--- src/pkg/vll_pkg.sv ---
/*
  Constants, register map and shared helpers of the line-locked resampler.
  Assumes a single pclk domain; every other rate is an enable pulse.
*/
// Contract
// - Sample on fixed clock; line length varies
// - Divide external 8x reference by two internally
// - Filter, decimate; line locking at single rate
// - Nominal line: 910 or 1135 samples
// - Square pixel: 780 or 944 per line
// - Interpolate surplus samples down to pixel count
// - Requested pixels never exceed available samples
// - Line reset edges accurate to one pixel
// - Accept 525/60 and 625/50 composite formats
// - Three-bit format code at index 0x01
package vll_pkg;
  localparam int SMP_W = 8;
  localparam int LEN_W = 11;
  localparam int PIX_W = 10;

  ////////////////////////////////////////////////////////////////////////////
  // Register indices; byte address is four times the index
  localparam logic [9:0] IDX_FORMAT = 10'h001;
  localparam logic [9:0] IDX_HRATIO = 10'h002;
  localparam logic [9:0] IDX_ADLY = 10'h003;
  localparam logic [9:0] IDX_BDLY = 10'h004;
  localparam logic [9:0] IDX_HDLY = 10'h005;
  localparam logic [9:0] IDX_VDLY = 10'h006;
  localparam logic [9:0] IDX_VACT = 10'h007;
  localparam logic [9:0] IDX_CROP = 10'h008;
  localparam logic [9:0] IDX_HACT = 10'h009;
  localparam logic [9:0] IDX_CTRL = 10'h00A;
  localparam logic [9:0] IDX_STATUS = 10'h00B;

  // Field positions
  localparam int CTRL_EN = 0;
  localparam int CTRL_SQ = 1;
  localparam int ST_OVR = 16;

  // Values after reset
  localparam logic [7:0] FMT_RST = 8'h01;
  localparam logic [7:0] CROP_RST = 8'h03;
  localparam logic [7:0] HACT_RST = 8'h0C;

  ////////////////////////////////////////////////////////////////////////////
  // Format codes
  localparam logic [2:0] FMT_NTSC_M = 3'h1;
  localparam logic [2:0] FMT_NTSC_J = 3'h2;
  localparam logic [2:0] FMT_PAL_BDGHI = 3'h3;
  localparam logic [2:0] FMT_PAL_M = 3'h4;
  localparam logic [2:0] FMT_PAL_N = 3'h5;
  localparam logic [2:0] FMT_SECAM = 3'h6;
  localparam logic [2:0] FMT_PAL_NC = 3'h7;

  // Line lengths in single-rate samples (910, 1135) and pixels (780, 944)
  localparam logic [10:0] NOM_525 = 11'h38E;
  localparam logic [10:0] NOM_625 = 11'h46F;
  localparam logic [9:0] SQ_525 = 10'h30C;
  localparam logic [9:0] SQ_625 = 10'h3B0;

  // Counts of single-rate ticks
  localparam logic [3:0] LRST_TICKS = 4'h8;
  localparam logic [10:0] LOCK_TOL = 11'h010;

  function automatic logic vll_is_525(input logic [2:0] f);
    return (f == FMT_NTSC_M) || (f == FMT_NTSC_J) || (f == FMT_PAL_M);
  endfunction
endpackage

--- src/pkg/vll_pix_if.sv ---
/*
  Pixel stream carrier with valid and ready between resampler parts.
  Assumes both ends run on pclk.
*/
`timescale 1ns/100ps
interface vll_pix_if;
  logic [7:0] data;
  logic valid;
  logic ready;
  modport src (output data, output valid, input ready);
  modport snk (input data, input valid, output ready);
endinterface

--- src/design/vll_buf.sv ---
/*
  Two-entry pixel buffer with valid and ready on both sides.
  Assumes the drain may stall at will; fill sees ready low when full.
*/
`timescale 1ns/100ps
module vll_buf (
  input wire logic pclk,
  input wire logic presetn,
  vll_pix_if.snk fill,
  vll_pix_if.src drain
);
  typedef struct packed {
    logic [1:0][7:0] mem;
    logic wp;
    logic rp;
    logic [1:0] cnt;
  } vll_buf_state_t;

  vll_buf_state_t st_ff, nxt_st;
  logic push, pop;

  assign fill.ready = (st_ff.cnt != 2'h2);
  assign drain.valid = (st_ff.cnt != 2'h0);
  assign drain.data = st_ff.mem[st_ff.rp];

  always_comb begin
    nxt_st = st_ff;
    push = fill.valid & fill.ready;
    pop = drain.valid & drain.ready;
    if (push) begin
      nxt_st.mem[st_ff.wp] = fill.data;
      nxt_st.wp = ~st_ff.wp;
    end
    if (pop) begin
      nxt_st.rp = ~st_ff.rp;
    end
    case ({push, pop})
      2'b10: nxt_st.cnt = st_ff.cnt + 2'h1;
      2'b01: nxt_st.cnt = st_ff.cnt - 2'h1;
      default: nxt_st.cnt = st_ff.cnt;
    endcase
  end

  always_ff @(posedge pclk or negedge presetn) begin
    if (!presetn) begin
      st_ff <= '0;
    end else begin
      st_ff <= nxt_st;
    end
  end

  AST_BUF_FULL: assert property (@(posedge pclk) disable iff (!presetn)
    (st_ff.cnt == 2'h2) |-> !fill.ready)
    else $error("buffer full but still ready");
  AST_BUF_HOLD: assert property (@(posedge pclk) disable iff (!presetn)
    (drain.valid && !drain.ready) |=> (drain.valid && $stable(drain.data)))
    else $error("stalled pixel changed or vanished");
endmodule

--- src/design/vll_resampler.sv ---
/*
  Line-locked resampler: fixed-clock sampling, decimation, line length
  measurement, phase interpolation to a programmed pixel count, APB regs.
  Assumes the 8x subcarrier reference, video samples and sync arrive as
  pins from outside pclk; the reference must stay below pclk/4.
*/
`timescale 1ns/100ps
module vll_resampler (
  input wire logic pclk,
  input wire logic presetn,
  input wire logic psel,
  input wire logic penable,
  input wire logic pwrite,
  input wire logic [11:0] paddr,
  input wire logic [31:0] pwdata,
  output logic [31:0] prdata,
  output logic pready,
  output logic pslverr,
  input wire logic ref_clk_in,
  input wire logic [7:0] video_sample,
  input wire logic hsync_n,
  output logic line_reset_output_n,
  output logic line_start,
  output logic [7:0] pix_data,
  output logic pix_valid,
  input wire logic pix_ready
);
  typedef enum logic [1:0] {
    VLL_IDLE, VLL_DELAY, VLL_ACTIVE, VLL_FLUSH
  } vll_seq_t;

  typedef struct packed {
    logic [1:0] ref_sy;
    logic ref_d;
    logic [1:0] hs_sy;
    logic [7:0] v_sy0;
    logic [7:0] v_sy1;
    logic dbl_en;
    logic div;
    logic sgl_en;
    logic [7:0] s_new;
    logic [7:0] s_old;
    logic [7:0] cur;
    logic [7:0] prev;
    logic hs_prev;
    vll_seq_t seq;
    logic seen;
    logic [10:0] cnt;
    logic [10:0] len;
    logic [10:0] acc;
    logic [9:0] pix;
    logic [7:0] dly;
    logic [3:0] lrst;
    logic lrstn;
    logic lstart;
    logic emit;
    logic [7:0] pdata;
    logic ovr;
    logic [7:0] fmt;
    logic [15:0] hratio;
    logic [7:0] adly;
    logic [7:0] bdly;
    logic [7:0] hdly;
    logic [7:0] vdly;
    logic [7:0] vact;
    logic [7:0] crop;
    logic [7:0] hact;
    logic [1:0] ctrl;
    logic [31:0] prdata;
    logic slverr;
  } vll_state_t;

  vll_state_t st_ff, nxt_st;
  logic edge_det, tick, new_emit, hold, set_ovr, clr_ovr;
  logic rd_en, wr_en, locked, is525;
  logic [10:0] nom, eff_len, acc_rem, dec;
  logic [11:0] acc_sum;
  logic [9:0] dsr, dsd;
  logic [4:0] ph;
  logic [7:0] pix_val;

  vll_pix_if fill_if ();
  vll_pix_if out_if ();

  ////////////////////////////////////////////////////////////////////////////
  function automatic logic [10:0] vll_dec(input logic [11:0] a);
    logic ok;
    ok = (a[1:0] == 2'h0) && (a[11:2] >= vll_pkg::IDX_FORMAT) &&
         (a[11:2] <= vll_pkg::IDX_STATUS);
    return {ok, a[11:2]};
  endfunction

  // Two-tap blend; weight ph on a, 32 - ph on b
  function automatic logic [7:0] vll_mix(input logic [7:0] a,
                                         input logic [7:0] b,
                                         input logic [4:0] w);
    logic [12:0] sum;
    sum = ({5'h00, a} * {8'h00, w}) +
          ({5'h00, b} * (13'h0020 - {8'h00, w}));
    return sum[12:5];
  endfunction

  ////////////////////////////////////////////////////////////////////////////
  always_comb begin
    nxt_st = st_ff;
    // Pin synchronisers; stage one feeds only stage two
    nxt_st.ref_sy = {st_ff.ref_sy[0], ref_clk_in};
    nxt_st.ref_d = st_ff.ref_sy[1];
    nxt_st.hs_sy = {st_ff.hs_sy[0], hsync_n};
    nxt_st.v_sy0 = video_sample;
    nxt_st.v_sy1 = st_ff.v_sy0;
    // Reference edge gives the double rate; every second one the single
    nxt_st.dbl_en = st_ff.ref_sy[1] & ~st_ff.ref_d;
    nxt_st.div = st_ff.div ^ st_ff.dbl_en;
    nxt_st.sgl_en = st_ff.dbl_en & st_ff.div;
    if (st_ff.dbl_en) begin
      nxt_st.s_new = st_ff.v_sy1;
      nxt_st.s_old = st_ff.s_new;
    end
    if (st_ff.sgl_en) begin
      // Pair average is the low-pass, keeping one of two is the decimation
      nxt_st.cur = 8'(({1'b0, st_ff.s_new} + {1'b0, st_ff.s_old}) >> 1);
      nxt_st.prev = st_ff.cur;
      nxt_st.hs_prev = st_ff.hs_sy[1];
    end
    tick = st_ff.sgl_en & st_ff.ctrl[vll_pkg::CTRL_EN];
    edge_det = tick & st_ff.hs_prev & ~st_ff.hs_sy[1];

    is525 = vll_pkg::vll_is_525(st_ff.fmt[2:0]);
    nom = is525 ? vll_pkg::NOM_525 : vll_pkg::NOM_625;
    locked = st_ff.seen &&
      (({1'b0, st_ff.len} + {1'b0, vll_pkg::LOCK_TOL}) >= {1'b0, nom}) &&
      ({1'b0, st_ff.len} <= ({1'b0, nom} + {1'b0, vll_pkg::LOCK_TOL}));
    eff_len = (st_ff.len > {3'h0, st_ff.adly}) ?
      st_ff.len - {3'h0, st_ff.adly} : 11'h001;
    // Square mode cannot serve PAL-N combination; it uses the crop width
    if (st_ff.ctrl[vll_pkg::CTRL_SQ] &&
        st_ff.fmt[2:0] != vll_pkg::FMT_PAL_NC) begin
      dsr = is525 ? vll_pkg::SQ_525 : vll_pkg::SQ_625;
    end else begin
      dsr = {st_ff.crop[1:0], st_ff.hact};
    end
    // A request beyond the measured line less adly is cut to that usable length
    dsd = ({1'b0, dsr} > eff_len) ? eff_len[9:0] : dsr;
    acc_sum = {1'b0, st_ff.acc} + {2'h0, dsd};
    acc_rem = 11'(acc_sum - {1'b0, eff_len});

    ////////////////////////////////////////////////////////////////////////
    // Line timing
    nxt_st.lstart = 1'b0;
    if (edge_det) begin
      nxt_st.lstart = 1'b1;
      nxt_st.lrst = vll_pkg::LRST_TICKS;
      nxt_st.cnt = 11'h000;
      if (st_ff.seen && st_ff.cnt != 11'h7FF) begin
        nxt_st.len = 11'(st_ff.cnt + 11'h001);
      end
      nxt_st.seen = 1'b1;
    end else if (tick) begin
      if (st_ff.cnt != 11'h7FF) begin
        nxt_st.cnt = 11'(st_ff.cnt + 11'h001);
      end
      if (st_ff.lrst != 4'h0) begin
        nxt_st.lrst = st_ff.lrst - 4'h1;
      end
    end

    ////////////////////////////////////////////////////////////////////////
    // Resampling sequencer; it accumulates the pixel count per sample and
    // emits a pixel whenever the sum passes the usable line length
    new_emit = 1'b0;
    ph = 5'h00;
    if (!st_ff.ctrl[vll_pkg::CTRL_EN]) begin
      nxt_st.seq = VLL_IDLE;
      nxt_st.seen = 1'b0;
    end else if (tick) begin
      case (st_ff.seq)
        VLL_IDLE: begin
          if (edge_det) begin
            nxt_st.seq = VLL_DELAY;
            nxt_st.dly = 8'h00;
          end
        end
        VLL_DELAY: begin
          if (edge_det) begin
            nxt_st.dly = 8'h00;
          end else if (st_ff.dly == st_ff.adly) begin
            nxt_st.seq = VLL_ACTIVE;
            nxt_st.acc = 11'h000;
            nxt_st.pix = 10'h000;
          end else begin
            nxt_st.dly = st_ff.dly + 8'h01;
          end
        end
        VLL_ACTIVE: begin
          if (edge_det) begin
            nxt_st.seq = (st_ff.pix < dsd) ? VLL_FLUSH : VLL_DELAY;
            nxt_st.dly = 8'h00;
          end else if (st_ff.pix < dsd) begin
            if (acc_sum >= {1'b0, eff_len}) begin
              new_emit = 1'b1;
              nxt_st.acc = acc_rem;
              // Phase scaled to 1024, not to the pixel count: a coarse
              // approximation that avoids a divider
              ph = acc_rem[9:5];
            end else begin
              nxt_st.acc = acc_sum[10:0];
            end
          end
        end
        VLL_FLUSH: begin
          // Short line: pad with the newest sample so the count holds
          if (st_ff.pix < dsd) begin
            new_emit = 1'b1;
          end
          if (st_ff.pix + 10'h001 >= dsd) begin
            nxt_st.seq = VLL_DELAY;
            nxt_st.dly = 8'h00;
          end
        end
        default: nxt_st.seq = VLL_IDLE;
      endcase
    end
    if (!nxt_st.seen) begin
      nxt_st.len = nom;
    end
    nxt_st.lrstn = (nxt_st.lrst == 4'h0);

    ////////////////////////////////////////////////////////////////////////
    // Hand-off; a live source cannot wait, so a pixel that meets a stalled
    // one is dropped and flagged, but the line count still advances
    pix_val = vll_mix(st_ff.prev, st_ff.cur, ph);
    hold = st_ff.emit & ~fill_if.ready;
    nxt_st.emit = hold;
    set_ovr = new_emit & hold;
    if (new_emit) begin
      nxt_st.pix = 10'(st_ff.pix + 10'h001);
      if (!hold) begin
        nxt_st.emit = 1'b1;
        nxt_st.pdata = pix_val;
      end
    end

    ////////////////////////////////////////////////////////////////////////
    // APB slave, zero wait; read data and error latched in the setup cycle
    dec = vll_dec(paddr);
    rd_en = psel & ~penable;
    wr_en = psel & penable & pwrite & dec[10];
    if (rd_en) begin
      nxt_st.slverr = ~dec[10];
      nxt_st.prdata = 32'h0000_0000;
      if (!dec[10]) begin
        nxt_st.prdata = 32'h0000_0000;
      end else if (dec[9:0] == vll_pkg::IDX_FORMAT) begin
        nxt_st.prdata = {24'h00_0000, st_ff.fmt};
      end else if (dec[9:0] == vll_pkg::IDX_HRATIO) begin
        nxt_st.prdata = {16'h0000, st_ff.hratio};
      end else if (dec[9:0] == vll_pkg::IDX_ADLY) begin
        nxt_st.prdata = {24'h00_0000, st_ff.adly};
      end else if (dec[9:0] == vll_pkg::IDX_BDLY) begin
        nxt_st.prdata = {24'h00_0000, st_ff.bdly};
      end else if (dec[9:0] == vll_pkg::IDX_HDLY) begin
        nxt_st.prdata = {24'h00_0000, st_ff.hdly};
      end else if (dec[9:0] == vll_pkg::IDX_VDLY) begin
        nxt_st.prdata = {24'h00_0000, st_ff.vdly};
      end else if (dec[9:0] == vll_pkg::IDX_VACT) begin
        nxt_st.prdata = {24'h00_0000, st_ff.vact};
      end else if (dec[9:0] == vll_pkg::IDX_CROP) begin
        nxt_st.prdata = {24'h00_0000, st_ff.crop};
      end else if (dec[9:0] == vll_pkg::IDX_HACT) begin
        nxt_st.prdata = {24'h00_0000, st_ff.hact};
      end else if (dec[9:0] == vll_pkg::IDX_CTRL) begin
        nxt_st.prdata = {30'h0000_0000, st_ff.ctrl};
      end else begin
        nxt_st.prdata = {13'h0000, is525, locked, st_ff.ovr, 5'h00,
                         st_ff.len};
      end
    end
    clr_ovr = 1'b0;
    if (wr_en) begin
      if (dec[9:0] == vll_pkg::IDX_FORMAT) begin
        nxt_st.fmt = pwdata[7:0];
      end else if (dec[9:0] == vll_pkg::IDX_HRATIO) begin
        nxt_st.hratio = pwdata[15:0];
      end else if (dec[9:0] == vll_pkg::IDX_ADLY) begin
        nxt_st.adly = pwdata[7:0];
      end else if (dec[9:0] == vll_pkg::IDX_BDLY) begin
        nxt_st.bdly = pwdata[7:0];
      end else if (dec[9:0] == vll_pkg::IDX_HDLY) begin
        nxt_st.hdly = pwdata[7:0];
      end else if (dec[9:0] == vll_pkg::IDX_VDLY) begin
        nxt_st.vdly = pwdata[7:0];
      end else if (dec[9:0] == vll_pkg::IDX_VACT) begin
        nxt_st.vact = pwdata[7:0];
      end else if (dec[9:0] == vll_pkg::IDX_CROP) begin
        nxt_st.crop = pwdata[7:0];
      end else if (dec[9:0] == vll_pkg::IDX_HACT) begin
        nxt_st.hact = pwdata[7:0];
      end else if (dec[9:0] == vll_pkg::IDX_CTRL) begin
        nxt_st.ctrl = pwdata[1:0];
      end else begin
        clr_ovr = pwdata[vll_pkg::ST_OVR];
      end
    end
    // Set beats clear when both land together
    nxt_st.ovr = (st_ff.ovr & ~clr_ovr) | set_ovr;
  end

  always_ff @(posedge pclk or negedge presetn) begin
    if (!presetn) begin
      st_ff <= '0;
      st_ff.lrstn <= 1'b1;
      st_ff.len <= vll_pkg::NOM_525;
      st_ff.fmt <= vll_pkg::FMT_RST;
      st_ff.crop <= vll_pkg::CROP_RST;
      st_ff.hact <= vll_pkg::HACT_RST;
    end else begin
      st_ff <= nxt_st;
    end
  end

  ////////////////////////////////////////////////////////////////////////////
  assign fill_if.valid = st_ff.emit;
  assign fill_if.data = st_ff.pdata;
  assign out_if.ready = pix_ready;
  assign pix_data = out_if.data;
  assign pix_valid = out_if.valid;
  assign pready = 1'b1;
  assign prdata = st_ff.prdata;
  assign pslverr = st_ff.slverr;
  assign line_reset_output_n = st_ff.lrstn;
  assign line_start = st_ff.lstart;

  vll_buf u_buf (
    .pclk(pclk),
    .presetn(presetn),
    .fill(fill_if),
    .drain(out_if)
  );

  ////////////////////////////////////////////////////////////////////////////
  AST_SGL_AFTER_DBL: assert property (@(posedge pclk) disable iff (!presetn)
    st_ff.sgl_en |-> ($past(st_ff.dbl_en) && !$past(st_ff.sgl_en)))
    else $error("single-rate tick without double-rate tick");
  AST_EMIT_ON_TICK: assert property (@(posedge pclk) disable iff (!presetn)
    (st_ff.emit && !$past(st_ff.emit)) |-> $past(st_ff.sgl_en))
    else $error("pixel emitted off the single-rate tick");
  AST_LEN_CAPTURE: assert property (@(posedge pclk) disable iff (!presetn)
    (edge_det && st_ff.seen && st_ff.cnt != 11'h7FF && nxt_st.seen) |=>
    (st_ff.len == $past(st_ff.cnt) + 11'h001))
    else $error("line length not captured at sync");
  AST_NOMINAL: assert property (@(posedge pclk) disable iff (!presetn)
    !st_ff.seen |-> (st_ff.len == $past(nom)))
    else $error("unlocked length is not nominal");
  AST_PIX_LIMIT: assert property (@(posedge pclk) disable iff (!presetn)
    new_emit |-> (st_ff.pix < dsd))
    else $error("more pixels than requested in a line");
  AST_FLUSH: assert property (@(posedge pclk) disable iff (!presetn)
    (tick && st_ff.seq == VLL_FLUSH && st_ff.pix < dsd) |=>
    (st_ff.pix == $past(st_ff.pix) + 10'h001))
    else $error("flush did not add a pixel");
  AST_CLAMP: assert property (@(posedge pclk) disable iff (!presetn)
    ({1'b0, dsd} <= eff_len))
    else $error("pixel request exceeds usable line");
  AST_LRST: assert property (@(posedge pclk) disable iff (!presetn)
    (edge_det && st_ff.ctrl[vll_pkg::CTRL_EN]) |=> !line_reset_output_n [*3])
    else $error("line reset not low after sync");
  AST_LSTART: assert property (@(posedge pclk) disable iff (!presetn)
    edge_det |=> (line_start ##1 !line_start))
    else $error("line start marker not one cycle");
  AST_FMT_RD: assert property (@(posedge pclk) disable iff (!presetn)
    (rd_en && dec == {1'b1, vll_pkg::IDX_FORMAT}) |=>
    (prdata == {24'h00_0000, $past(st_ff.fmt)}))
    else $error("format register read mismatch");
endmodule

--- config.mk ---
export PLATFORM = sky130hd
export DESIGN_NAME = vll_resampler
export DESIGN_NICKNAME = d
export VERILOG_FILES = /design/src/pkg/vll_pkg.sv /design/src/pkg/vll_pix_if.sv /design/src/design/vll_buf.sv /design/src/design/vll_resampler.sv
export SDC_FILE = /design/constraint.sdc
export NUM_CORES = 1
export LEC_CHECK = 0
export BUFFER_PORTS_ARGS = -buffer_cell sky130_fd_sc_hd__buf_2
export CORE_MARGIN = 2
export CORE_UTILIZATION = 55
export CTS_CLUSTER_SIZE = 12
export DETAILED_ROUTE_END_ITERATION = 6
export HOLD_SLACK_MARGIN = 0.1
export PLACE_DENSITY = 0.78
export SLEW_MARGIN = 20
export SYNTH_ARGS = -nofsm -noshare
export SYNTH_HDL_FRONTEND = slang
export SYNTH_SLANG_ARGS = --single-unit
--- constraint.sdc ---
create_clock -name pclk -period 34.1 [get_ports pclk]
set_input_delay 6.82 -clock pclk [delete_from_list [all_inputs] [get_ports pclk]]
set_output_delay 6.82 -clock pclk [all_outputs]
set_load 0.02 [all_outputs]
==> flow_metrics.tcl <==
set metrics [dict create \
    num_vias 12500 \
    min_path_type "reg2reg" \
    grt_pass1_vias 12600 \
    grt_antenna_before_repair 0 \
    numClockSinks 249 \
    timing.critical_path.from_type "flop" \
    grt_use_met2 0.391 \
    die-area_mm2 0.0324 \
    horizontal_die_dimension_um 180 \
    critical_path.max_fanout 19 \
    crit_arrival_ns 14.93 \
    postSynthRegisterBits 249 \
    numCtsBuffers 28 \
    layout.nets 1992 \
    drcViolationCount 0 \
    grt-busiest-layer "met2" \
    unrepaired_setup_endpoints_after_global_routing "no" \
    global_route.overflow_total 0 \
    yosysTopAreaCellShare 0.349 \
    max_cap_viols 0 \
    starting_density_of_the_core 0.558 \
    final-max-slew-violation-count 0 \
    maximum_number_of_pins_on_one_net_before_global_route_repair 126 \
    synthesis.instances 1689 \
    ys_seq_area_frac 0.367 \
    grt_total_usage 0.239 \
    power.density_mw_per_mm2 40.8 \
    synthFlopType "sky130_fd_sc_hd__dfrtp_1" \
    ctsHoldBuffers 0 \
    critical_path_required_ns 34.50 \
    tritoncts "done" \
    syn2layout_area_growth_pct 8.89 \
    p_total_uw 757 \
    setup_viol 0 \
    totalWireLength_um 38200 \
    p_leak_nw 9.36 \
    cts_repair_resize_count 0 \
    place.detailed.hpwl_um 28100 \
    io_buffers 75 \
    cts-htree-levels 1 \
    global_routing_met3_resource_utilization 0.0316 \
    ys_async_sr_fraction 1.00 \
    cts_root_buffer "sky130_fd_sc_hd__clkbuf_16" \
    max_clock_freq_ghz 0.0688 \
    clock_skew_ns 0.0211 \
    timing_hold_violations_final 0 \
    ys_top_cells_by_area "sky130_fd_sc_hd__dfrtp_1 (35%), sky130_fd_sc_hd__ha_1 (9.5%), sky130_fd_sc_hd__mux2_2 (8.9%), sky130_fd_sc_hd__fa_1 (7.4%), sky130_fd_sc_hd__nand2_1 (3.6%)" \
    placementRows 64 \
    ir_worst_vdd_mv 0.0372 \
    first_iter_violations 897 \
    drtAntennaViolNets 0 \
    instances_no_fill 2157 \
    finalWeightedCongestion 0.967 \
    slowest_cp_cell "sky130_fd_sc_hd__xnor2_1" \
    cp_common_cell "sky130_fd_sc_hd__inv_1" \
    placed_cells 2106 \
    clock_path_buffers 3 \
    synth.yosys.warnings 0 \
    design_area_mm2 0.0185 \
    grt_first_pass_wirelength_um 64000 \
    final.setup.tns_ns 0 \
    cts.clk_slew.worst_paths_ns 0.06 \
    post_synthesis_average_cell_area_um2 10.1 \
    syn_area_mm2 0.0170 \
    post_drt_wl_per_cell_um 17.7 \
    netlist-cell-type-count 76 \
    worst_setup_path_end_kind "flop" \
    postLayoutCoreUtil 0.607 \
    final.setup.worst_slack_ns 19.57 \
    run_status "finished, final reports clean" \
    top_level_ports 105 \
    timing.final.crit_period_ns 14.53 \
    insertion_delay_ns 0.56 \
    antenna_cells 0 \
    post-route-period-util 0.426 \
    max_stage_delay_ns 0.58 \
    layout_cell_share_with_drive_strength_beyond_1 0.172 \
    placed_area_mm2 0.0176 \
    groute.layer.met1.usage 0.335 \
    vias_per_cell 5.79 \
    criticalPathCategory "reg2reg" \
    final.hold.worst_slack_ns 0.345 \
    timing.slew.headroom 0.286 \
    core_area_mm2 0.0305 \
    cts_setup_buffers 0 \
    synth-edff-count 0 \
    tightest_slew_ns 1.04 \
    synth_largest_area_cell "sky130_fd_sc_hd__dfrtp_1" \
    n_fill_cell 2444 \
    dp_worst_setup_slack_ns 19.75 \
    fp.dieH_um 180 \
    detail_route.first_pass.iterations 5 \
]
-- synth_stat cells, drive strengths merged, types with 5 or more instances --
cell    instances
a211oi         10
nand3          40
nor4            5
inv           141
and2           54
nand2b         33
xnor2          40
mux2          145
o21a            7
mux2i          31
dfstp          12
a22o           11
a21o           27
o41ai           5
fa             63
buf            48
a21oi          74
o21ai         107
ha            129
a22oi           6
nor3           22
nand2         163
clkbuf         25
and3           26
dfrtp         237
o211ai          8
o31ai           7
xor2           39
nor2b          14
nor2           85
nand4           9
-- layout by cell type, fill, tap and decap left out, types with 26 or more instances in the layout --
cell type                     n
sky130_fd_sc_hd__clkbuf_16   29
sky130_fd_sc_hd__nor2_1      83
sky130_fd_sc_hd__xnor2_1     40
sky130_fd_sc_hd__a21oi_1     74
sky130_fd_sc_hd__nand2b_1    33
sky130_fd_sc_hd__mux2i_1     31
sky130_fd_sc_hd__inv_1      140
sky130_fd_sc_hd__and2_1      53
sky130_fd_sc_hd__xor2_1      39
sky130_fd_sc_hd__ha_1       129
sky130_fd_sc_hd__a21o_1      27
sky130_fd_sc_hd__buf_2       74
sky130_fd_sc_hd__and3_1      26
sky130_fd_sc_hd__nand2_1    163
sky130_fd_sc_hd__fa_1        63
sky130_fd_sc_hd__o21ai_0    105
sky130_fd_sc_hd__nand3_1     40
sky130_fd_sc_hd__mux2_2     135
sky130_fd_sc_hd__dfrtp_1    237
-- worst paths after layout --
path	depth (start not counted)	slack, ns	startpoint	endpoint
min in group asynchronous	1	6.35	presetn	prdata[2]$_DFFE_PN0P_
worst min register to register	0	0.35	nxt_st[228]$_DFF_PN0_	st_ff[228]$_DFF_PN0_
worst max-delay path	62	19.57	st_ff[84]$_DFFE_PN0P_	fill_if.data[7]$_DFFE_PN0P_
worst max register to register	62	19.57	st_ff[84]$_DFFE_PN0P_	fill_if.data[7]$_DFFE_PN0P_
max in group asynchronous	2	26.25	presetn	st_ff[89]$_DFFE_PN0P_
worst min-delay path	0	0.35	nxt_st[228]$_DFF_PN0_	st_ff[228]$_DFF_PN0_
-- metal layers --
layer,wire (µm),vias to the layer above
li1,-,5880
met1,17200,6159
met2,17900,372
met3,2030,82
met4,1100,0
met5,0,-
-- worst max-delay path: cells and delay by family (launching register included) --
family          cells  cell delay (ns)
fa+ha+maj          12             4.74
compound gates     23             3.86
simple gates       15             3.10
xor+xnor            3             0.90
buf+inv             8             0.86
flops               1             0.45
mux                 1             0.39
-- area by class of cell --
cell class	instances	area [µm²]	area share
clock buffer	45	876	0.0473
inverter	142	533	0.0288
sequential	249	6250	0.337
timing repair buffer	82	438	0.0236
clock inverter	6	87.6	0.00473
multi-input combinational	1237	9850	0.532
tap	396	495	0.0267
-- kinds of logic after synthesis --
group / count (synthesis) / share of synthesized area
AOI/OAI and AO/OA: 307 / 0.115
buffers and inverters: 215 / 0.0566
and+or+nand+nor: 469 / 0.135
muxes: 176 / 0.116
other: 2 / 0.000441
adders and majority gates: 192 / 0.169
DFF: 249 / 0.367
xor gates and xnor gates: 79 / 0.0407
-- report_power, final --
group	leakage (nW)	switching, mW	internal [mW]
sequential	3.27	0.0304	0.314
combinational	5.61	0.0533	0.0468
clock	0.475	0.122	0.190
-- state kept, by name (all words and copies together), names as in the netlist --
name                 count
pslverr                  1
st_ff                  187
line_start               1
u_buf.st_ff             20
fill_if.valid            1
prdata                  19
line_reset_output_n      1
nxt_st                  11
fill_if.data             8
(Power assumes the default switching activity.)
